### src/verilog/cse_pkg.sv
// Shared constants and types for the compare-and-skip execution block
package cse_pkg;

    // ----------------------------------------------------------------
    // Widths
    // ----------------------------------------------------------------
    localparam int DATA_W = 8;
    localparam int ADDR_W = 12;
    localparam int BANK_W = 4;
    localparam int INSTR_W = 16;
    localparam int WORDS_W = 2;

    // ----------------------------------------------------------------
    // Opcode fields
    // ----------------------------------------------------------------
    localparam int OPC7_MSB = 15;
    localparam int OPC7_LSB = 9;
    localparam int OPC6_LSB = 10;
    localparam int BANK_BIT = 8;
    localparam int DEST_BIT = 9;
    localparam int FADDR_MSB = 7;
    localparam logic [6:0] OPC_CMP_EQ = 7'h31;
    localparam logic [6:0] OPC_CMP_GT = 7'h32;
    localparam logic [5:0] OPC_COMPL = 6'h07;

    // ----------------------------------------------------------------
    // Addressing
    // ----------------------------------------------------------------
    localparam logic [7:0] ACCESS_LOW_LIMIT = 8'h5F;
    localparam logic [BANK_W-1:0] ACCESS_LOW_BANK = 4'h0;
    localparam logic [BANK_W-1:0] ACCESS_HIGH_BANK = 4'hF;

    // ----------------------------------------------------------------
    // Reset values and counts
    // ----------------------------------------------------------------
    localparam logic [DATA_W-1:0] DATA_ZERO = 8'h00;
    localparam logic [ADDR_W-1:0] ADDR_ZERO = 12'h000;
    localparam logic [WORDS_W-1:0] WORDS_NONE = 2'h0;
    localparam logic [WORDS_W-1:0] WORDS_ONE = 2'h1;

    // ----------------------------------------------------------------
    // Types
    // ----------------------------------------------------------------
    typedef enum {CSE_PH_Q1, CSE_PH_Q2, CSE_PH_Q3, CSE_PH_Q4} cse_phase_e;
    typedef enum {CSE_OP_NONE, CSE_OP_EQ, CSE_OP_GT, CSE_OP_COMPL} cse_op_e;

    typedef struct packed {
        logic valid;
        logic [INSTR_W-1:0] word;
    } cse_instr_s;

    typedef struct packed {
        logic en;
        logic [ADDR_W-1:0] addr;
    } cse_mem_rd_s;

    typedef struct packed {
        logic en;
        logic [ADDR_W-1:0] addr;
        logic [DATA_W-1:0] data;
    } cse_mem_wr_s;

    typedef struct packed {
        logic en;
        logic [DATA_W-1:0] data;
    } cse_working_register_wr_s;

endpackage
### src/verilog/cse_core.sv
// Execution of compare-and-skip and complement-file instructions
//
// Function
// - Opcode upper byte 0110 001a is compare-skip-equal, a picks bank mode, low byte is address f.
// - Opcode upper byte 0110 010a is compare-skip-greater, a picks bank mode, low byte is address f.
// - Compare-equal subtracts working register from the byte unsigned, skips on a match, writes nothing.
// - Compare-greater subtracts unsigned and skips only when the byte exceeds working register, writes nothing.
// - A true skip discards the fetched next instruction and runs a no-operation cycle instead.
// - A skip over a two-word instruction adds two cycles, over a three-word instruction three cycles.
// - Compare cycles run decode, read, process, idle in Q1 to Q4 and every skip cycle idles all four phases.
// - Bit a clear uses the access bank, bit a set uses the bank select register.
// - With a clear and the extended set on, addresses up to 95 are indexed literal offsets.
// - Complement-file inverts the byte and writes it in Q4 to working register if d is 0, else back to f.
module cse_core (
    // Clock and reset
    input wire logic sys_clk,
    input wire logic rst,
    input wire logic clkEn,
    // Instruction and fetch pipeline
    input wire cse_pkg::cse_instr_s instrIn,
    input wire logic [cse_pkg::WORDS_W-1:0] nextWords,
    // Core state
    input wire logic [cse_pkg::DATA_W-1:0] workingReg,
    input wire logic [cse_pkg::BANK_W-1:0] bankSelect,
    input wire logic extEnable,
    input wire logic [cse_pkg::ADDR_W-1:0] indexBase,
    // Data memory
    output cse_pkg::cse_mem_rd_s memRd,
    input wire logic [cse_pkg::DATA_W-1:0] memRdData,
    output cse_pkg::cse_mem_wr_s memWr,
    output cse_pkg::cse_working_register_wr_s wregWr,
    // Sequencing
    output logic [1:0] qPhase,
    output logic busy,
    output logic nopActive,
    output logic discardFetch,
    output logic pcSkipStrobe,
    output logic [cse_pkg::WORDS_W-1:0] pcSkipWords
);

    // ----------------------------------------------------------------
    // Decode
    // ----------------------------------------------------------------
    function automatic cse_pkg::cse_op_e decodeOp(input logic [cse_pkg::INSTR_W-1:0] w);
        if (w[cse_pkg::OPC7_MSB:cse_pkg::OPC7_LSB] == cse_pkg::OPC_CMP_EQ) begin
            decodeOp = cse_pkg::CSE_OP_EQ;
        end else if (w[cse_pkg::OPC7_MSB:cse_pkg::OPC7_LSB] == cse_pkg::OPC_CMP_GT) begin
            decodeOp = cse_pkg::CSE_OP_GT;
        end else if (w[cse_pkg::OPC7_MSB:cse_pkg::OPC6_LSB] == cse_pkg::OPC_COMPL) begin
            decodeOp = cse_pkg::CSE_OP_COMPL;
        end else begin
            decodeOp = cse_pkg::CSE_OP_NONE;
        end
    endfunction

    // Two-bit quarter number shown on the phase output
    function automatic logic [1:0] phaseCode(input cse_pkg::cse_phase_e p);
        phaseCode = 2'(p);
    endfunction

    cse_pkg::cse_phase_e phase;
    cse_pkg::cse_op_e curOp;
    cse_pkg::cse_op_e next_op;
    logic destFile;
    logic [cse_pkg::ADDR_W-1:0] opAddr;
    logic [cse_pkg::ADDR_W-1:0] effAddr;
    logic [cse_pkg::DATA_W-1:0] opByte;
    logic skipPending;
    logic [cse_pkg::WORDS_W-1:0] skipLeft;
    logic startOk;
    logic [cse_pkg::DATA_W:0] diff;
    logic isEqual;
    logic isGreater;
    logic skipTrue;

    assign next_op = decodeOp(instrIn.word);
    // Pending skip words refuse whatever is offered at Q1
    assign startOk = instrIn.valid && (skipLeft == cse_pkg::WORDS_NONE) && (next_op != cse_pkg::CSE_OP_NONE);

    cse_operand_addr u_addr (
        .fAddr(instrIn.word[cse_pkg::FADDR_MSB:0]),
        .bankMode(instrIn.word[cse_pkg::BANK_BIT]),
        .bankSelect(bankSelect),
        .extEnable(extEnable),
        .indexBase(indexBase),
        .effAddr(effAddr)
    );

    // ----------------------------------------------------------------
    // Compare by unsigned subtraction
    // ----------------------------------------------------------------
    assign diff = {1'b0, opByte} - {1'b0, workingReg};
    assign isEqual = (diff[cse_pkg::DATA_W-1:0] == cse_pkg::DATA_ZERO);
    // No borrow and no match means the byte is above the working register
    assign isGreater = !diff[cse_pkg::DATA_W] && !isEqual;
    assign skipTrue = ((curOp == cse_pkg::CSE_OP_EQ) && isEqual) || ((curOp == cse_pkg::CSE_OP_GT) && isGreater);

    // ----------------------------------------------------------------
    // Quarter phase sequencer
    // ----------------------------------------------------------------
    always_ff @(posedge sys_clk) begin
        if (rst) begin
            phase <= cse_pkg::CSE_PH_Q1;
            qPhase <= phaseCode(cse_pkg::CSE_PH_Q1);
        end else if (clkEn) begin
            // The phase output follows the sequencer state one for one
            case (phase)
                cse_pkg::CSE_PH_Q1: begin
                    phase <= cse_pkg::CSE_PH_Q2;
                    qPhase <= phaseCode(cse_pkg::CSE_PH_Q2);
                end
                cse_pkg::CSE_PH_Q2: begin
                    phase <= cse_pkg::CSE_PH_Q3;
                    qPhase <= phaseCode(cse_pkg::CSE_PH_Q3);
                end
                cse_pkg::CSE_PH_Q3: begin
                    phase <= cse_pkg::CSE_PH_Q4;
                    qPhase <= phaseCode(cse_pkg::CSE_PH_Q4);
                end
                default: begin
                    phase <= cse_pkg::CSE_PH_Q1;
                    qPhase <= phaseCode(cse_pkg::CSE_PH_Q1);
                end
            endcase
        end
    end

    // ----------------------------------------------------------------
    // Instruction capture, operand read and compare
    // ----------------------------------------------------------------
    always_ff @(posedge sys_clk) begin
        if (rst) begin
            curOp <= cse_pkg::CSE_OP_NONE;
            destFile <= 1'b0;
            opAddr <= cse_pkg::ADDR_ZERO;
            opByte <= cse_pkg::DATA_ZERO;
            memRd <= '0;
            busy <= 1'b0;
            skipPending <= 1'b0;
        end else if (clkEn) begin
            case (phase)
                cse_pkg::CSE_PH_Q1: begin
                    if (startOk) begin
                        curOp <= next_op;
                        destFile <= instrIn.word[cse_pkg::DEST_BIT];
                        opAddr <= effAddr;
                        memRd.en <= 1'b1;
                        memRd.addr <= effAddr;
                        busy <= 1'b1;
                    end else begin
                        curOp <= cse_pkg::CSE_OP_NONE;
                        busy <= 1'b0;
                    end
                    skipPending <= 1'b0;
                end
                cse_pkg::CSE_PH_Q2: begin
                    if (memRd.en) begin
                        opByte <= memRdData;
                    end
                    memRd.en <= 1'b0;
                end
                cse_pkg::CSE_PH_Q3: begin
                    skipPending <= skipTrue;
                end
                default: begin
                    busy <= 1'b0;
                end
            endcase
        end
    end

    // ----------------------------------------------------------------
    // Complement result, written in Q4
    // ----------------------------------------------------------------
    always_ff @(posedge sys_clk) begin
        if (rst) begin
            memWr <= '0;
            wregWr <= '0;
        end else if (clkEn) begin
            // Compares never take this path, so they store nothing
            if (phase == cse_pkg::CSE_PH_Q3 && curOp == cse_pkg::CSE_OP_COMPL) begin
                memWr.en <= destFile;
                memWr.addr <= opAddr;
                memWr.data <= ~opByte;
                wregWr.en <= !destFile;
                wregWr.data <= ~opByte;
            end else begin
                memWr.en <= 1'b0;
                wregWr.en <= 1'b0;
            end
        end
    end

    // ----------------------------------------------------------------
    // Skip: discard fetch, advance counter, idle cycles
    // ----------------------------------------------------------------
    always_ff @(posedge sys_clk) begin
        if (rst) begin
            skipLeft <= cse_pkg::WORDS_NONE;
            nopActive <= 1'b0;
            discardFetch <= 1'b0;
            pcSkipStrobe <= 1'b0;
            pcSkipWords <= cse_pkg::WORDS_NONE;
        end else if (clkEn) begin
            discardFetch <= 1'b0;
            pcSkipStrobe <= 1'b0;
            if (phase == cse_pkg::CSE_PH_Q4 && skipPending && busy) begin
                skipLeft <= nextWords;
                nopActive <= (nextWords != cse_pkg::WORDS_NONE);
                discardFetch <= 1'b1;
                pcSkipStrobe <= 1'b1;
                pcSkipWords <= nextWords;
            end else if (phase == cse_pkg::CSE_PH_Q4 && skipLeft != cse_pkg::WORDS_NONE) begin
                // Each later Q4 edge retires one discarded word
                skipLeft <= skipLeft - cse_pkg::WORDS_ONE;
                nopActive <= (skipLeft != cse_pkg::WORDS_ONE);
            end
        end
    end

endmodule

### src/verilog/cse_operand_addr.sv
// Effective data memory address former for byte-oriented operands
module cse_operand_addr (
    // Operand fields
    input wire logic [7:0] fAddr,
    input wire logic bankMode,
    // Core state
    input wire logic [cse_pkg::BANK_W-1:0] bankSelect,
    input wire logic extEnable,
    input wire logic [cse_pkg::ADDR_W-1:0] indexBase,
    // Result
    output logic [cse_pkg::ADDR_W-1:0] effAddr
);

    logic lowHalf;
    logic [cse_pkg::ADDR_W-1:0] indexed;

    assign lowHalf = (fAddr <= cse_pkg::ACCESS_LOW_LIMIT);
    assign indexed = indexBase + {{(cse_pkg::ADDR_W-8){1'b0}}, fAddr};

    always_comb begin
        if (bankMode) begin
            effAddr = {bankSelect, fAddr};
        end else if (extEnable && lowHalf) begin
            effAddr = indexed;
        end else if (lowHalf) begin
            effAddr = {cse_pkg::ACCESS_LOW_BANK, fAddr};
        end else begin
            effAddr = {cse_pkg::ACCESS_HIGH_BANK, fAddr};
        end
    end

endmodule

### config.mk
export PLATFORM = sky130hd
export DESIGN_NAME = cse_core
export DESIGN_NICKNAME = d
export VERILOG_FILES = /design/src/verilog/cse_pkg.sv /design/src/verilog/cse_core.sv /design/src/verilog/cse_operand_addr.sv
export SDC_FILE = /design/constraint.sdc
export NUM_CORES = 1
export LEC_CHECK = 0
export ABC_CLOCK_PERIOD_IN_PS = 2100
export BUFFER_PORTS_ARGS = -buffer_cell sky130_fd_sc_hd__buf_4
export CORE_AREA = 2 2 83 85
export CTS_CLUSTER_SIZE = 8
export DETAILED_ROUTE_END_ITERATION = 10
export DIE_AREA = 0 0 85 87
export HOLD_SLACK_MARGIN = 0.08
export PLACE_DENSITY = 0.86
export SYNTH_ARGS = -nofsm -noshare
export SYNTH_HDL_FRONTEND = slang
export SYNTH_SLANG_ARGS = --single-unit
### constraint.sdc
create_clock -name sys_clk -period 2.1 [get_ports sys_clk]
set_input_delay 0.105 -clock sys_clk [delete_from_list [all_inputs] [get_ports sys_clk]]
set_output_delay 0.105 -clock sys_clk [all_outputs]
set_load 0.1 [all_outputs]
==> results.py <==
metrics = {
    "synth": {
        "synthCells": 393,
        "synth-async-reset-ratio_pct": 0,
        "ys_seq_elements": 56,
        "ys_types": 50,
        "synth_nets": 471,
        "synth_ff_type": "dfxtp_1",
        "yosys_warnings": 0,
        "syn_area_um2": 3160,
        "syn_avg_cell_area_um2": 8.05,
        "synth.yosys.seq_area_share_pct": 35.4,
        "synth_edf_count": 0,
    },
    "clock_tree": {
        "cts_sinks": 56,
        "cts_max_level": 2,
        "postCtsSetupRepairBufs": 0,
        "cts_buffers": 5,
        "clock_path_buffers": 2,
        "cts_tree": "done",
        "cts_root_buffer": "clkbuf_8",
        "clk_pin_slew_ps": 100,
        "clock_latency_ps": 300,
    },
    "timing": {
        "slew_viol_final": 0,
        "setup_viol": 0,
        "rsz0062_at_grt": "false",
        "finalSetupTns_ps": 0,
        "max_slew.worst_pin.slew_ps": 587,
        "relSlewSlack_pct": 60.9,
        "min_period_ps": 1930,
        "hold_viol_final": 0,
        "period_share_pct": 92.0,
        "finClkSkew_ps": 9.51,
        "fmaxAchievable_mhz": 518,
    },
    "worst_setup_path": {
        "r2r_slack_ps": 220,
        "start_kind": "primary input",
        "critPathCaptureType": "flip-flop",
        "worstPathArrival_ps": 2100,
        "crit_type": "primary input to flip-flop",
        "crit_path_max_fanout": 3,
        "worst_ep_required_time_ps": 2270,
    },
    "place": {
        "gp_congestion": 0.803,
        "io_buffers": 105,
        "post-dp-hpwl_um": 6050,
    },
    "floorplanning": {
        "start_util_pct": 48.2,
        "die-area_um2": 7400,
        "chipHeight_um": 87,
        "boundaryPins": 106,
        "row_count": 30,
        "core_area_um2": 6570,
        "die_w_um": 85,
    },
    "grt": {
        "grt_use_total_pct": 20.7,
        "grt_pass1_wl_um": 12700,
        "antenna_found_initial": 0,
        "grt_max_degree": 61,
        "overflow": 0,
        "grt_pass1_vias": 2944,
    },
    "outcome": {
        "outcome": "complete, no violations",
    },
    "final_layout": {
        "num-nets-final": 575,
        "final_common_cell": "buf_4",
        "layout-drive-gt1-share_pct": 24.3,
        "antennaDiodeCount": 0,
        "areaGrowthSynthToFinish_pct": 31.1,
        "post-route-util_pct": 63.1,
        "nFillCells": 564,
        "layout_common_cells": "109 x buf_4, 55 x nand2_1, 54 x dfxtp_1",
    },
    "pwr": {
        "power_w": 0.00202,
        "power.density_nw_per_um2": 486,
        "peakVddDrop_mv": 0.245,
        "power.leakage_nw": 1.86,
    },
    "run": {
        "drv_cap": 0,
    },
    "route": {
        "wire_per_inst_um": 13.5,
        "drc": 0,
        "drtIter0Drc": 88,
        "wirelength_um": 7810,
        "drtPass1Iterations": 4,
        "vias_per_cell": 5.41,
        "drtAntennaViolNets": 0,
        "vias": 3121,
    },
    "worst_hold_path": {
        "hp-class": "primary input to flip-flop",
    },
}
==> kinds of logic (layout without fill, tap and decap cells) <==
family / Yosys count / after routing / share of synthesized area, %
AO/OA/AOI/OAI: 89 / 89 / 18.1
XOR/XNOR: 10 / 10 / 2.77
adder cells (fa/ha/maj): 23 / 23 / 9.34
buffers and inverters: 41 / 145 / 6.05
flip-flops: 56 / 56 / 35.4
multiplexers: 14 / 14 / 4.43
AND/OR/NAND/NOR: 160 / 160 / 23.9
==> through the flow <==
| stage | cells | area, um^2 | setup WS (ps) | hold WS, ps |
|---|---|---|---|---|
| floorplan | 393 | 3170 | 167 | 241 |
| global placement | 559 | 3960 | 207 | 340 |
| detailed placement | 559 | 3960 | 126 | 348 |
| CTS | 577 | 4150 | 208 | 90.2 |
| global route | 577 | 4150 | 42.8 | 90.1 |
| finish | 577 | 4150 | 169 | 94.0 |
==> per-layer routing <==
layer / wire [um] / share of wire (%) / track usage (%) / vias up
li1: - / - / - / 1565
met1: 3150 / 40 / 23.2 / 1443
met2: 4030 / 52 / 38.3 / 97
met3: 460 / 5.9 / 4.45 / 16
met4: 161 / 2.1 / 7.94 / 0
met5: 0 / 0 / 0 / -
==> state kept, by name (all words and copies together) (netlist names) <==
| name | flops |
|---|---|
| busy | 1 |
| curOp | 2 |
| destFile | 1 |
| memRd | 1 |
| memWr | 13 |
| nopActive | 1 |
| opAddr | 12 |
| opByte | 8 |
| pcSkipStrobe | 1 |
| pcSkipWords | 2 |
| phase | 2 |
| skipLeft | 2 |
| skipPending | 1 |
| wregWr | 9 |
==> cells in the mapped netlist (3+ instances only) <==
master | number | area [um^2]
buf_2 | 3 | 15.0
and3_1 | 4 | 25.0
mux2i_1 | 14 | 140
inv_1 | 18 | 67.6
dfxtp_1 | 56 | 1120
nand2b_1 | 5 | 31.3
clkbuf_1 | 10 | 37.5
nor2b_1 | 4 | 25.0
ha_1 | 22 | 275
a211oi_1 | 5 | 37.5
nand3_1 | 9 | 45.0
nor3_1 | 11 | 55.1
o21ai_0 | 9 | 45.0
nand2_1 | 55 | 206
nor2_1 | 53 | 199
buf_4 | 9 | 67.6
xnor2_1 | 9 | 78.8
o211ai_1 | 6 | 45.0
or3_1 | 5 | 31.3
nand3b_1 | 3 | 22.5
o21ai_1 | 5 | 25.0
a311oi_1 | 4 | 35.0
a21oi_1 | 42 | 210
==> path summary, 6_finish.rpt <==
kind,end,cells after the start,start
min reg2reg,memWr[11],2,memWr[11]
min,pcSkipWords[1],3,nextWords[1]
max reg2reg,skipPending,8,opByte[0]
max,opAddr[11],9,instrIn[3]
==> final cells by class <==
| cell class | instances | area [um^2] | area share, % |
|---|---|---|---|
| Tap cell | 80 | 100 | 2.41 |
| Sequential cell | 56 | 1120 | 27.1 |
| Timing Repair Buffer | 120 | 928 | 22.4 |
| Inverter | 18 | 67.6 | 1.63 |
| Multi-Input combinational cell | 296 | 1850 | 44.6 |
| Clock inverter | 1 | 5.00 | 0.121 |
| Clock buffer | 6 | 72.6 | 1.75 |
==> power by group <==
group	switching [W]	leakage, nW	total, W	internal [W]
sequential	0.00000716	0.452	0.00107	0.00107
clock	0.000325	0.0410	0.000553	0.000228
combinational	0.000212	1.36	0.000388	0.000176
==> critical path, cell delays in order <==
cell and delay [ps]:
dlygate4sd3_1 530, buf_4 140, ha_1 320, o21ai_1 110, o211ai_1 280, a31oi_1 170, o21a_1 190, o21ai_0 150
o311ai_1 110
==> what timing repair did <==
item,in CTS,in global routing
hold buffers,11,0
gates resized for setup,0,0
hold endpoints to repair,11,0
Note: power is estimated with default switching activity, not from simulation.
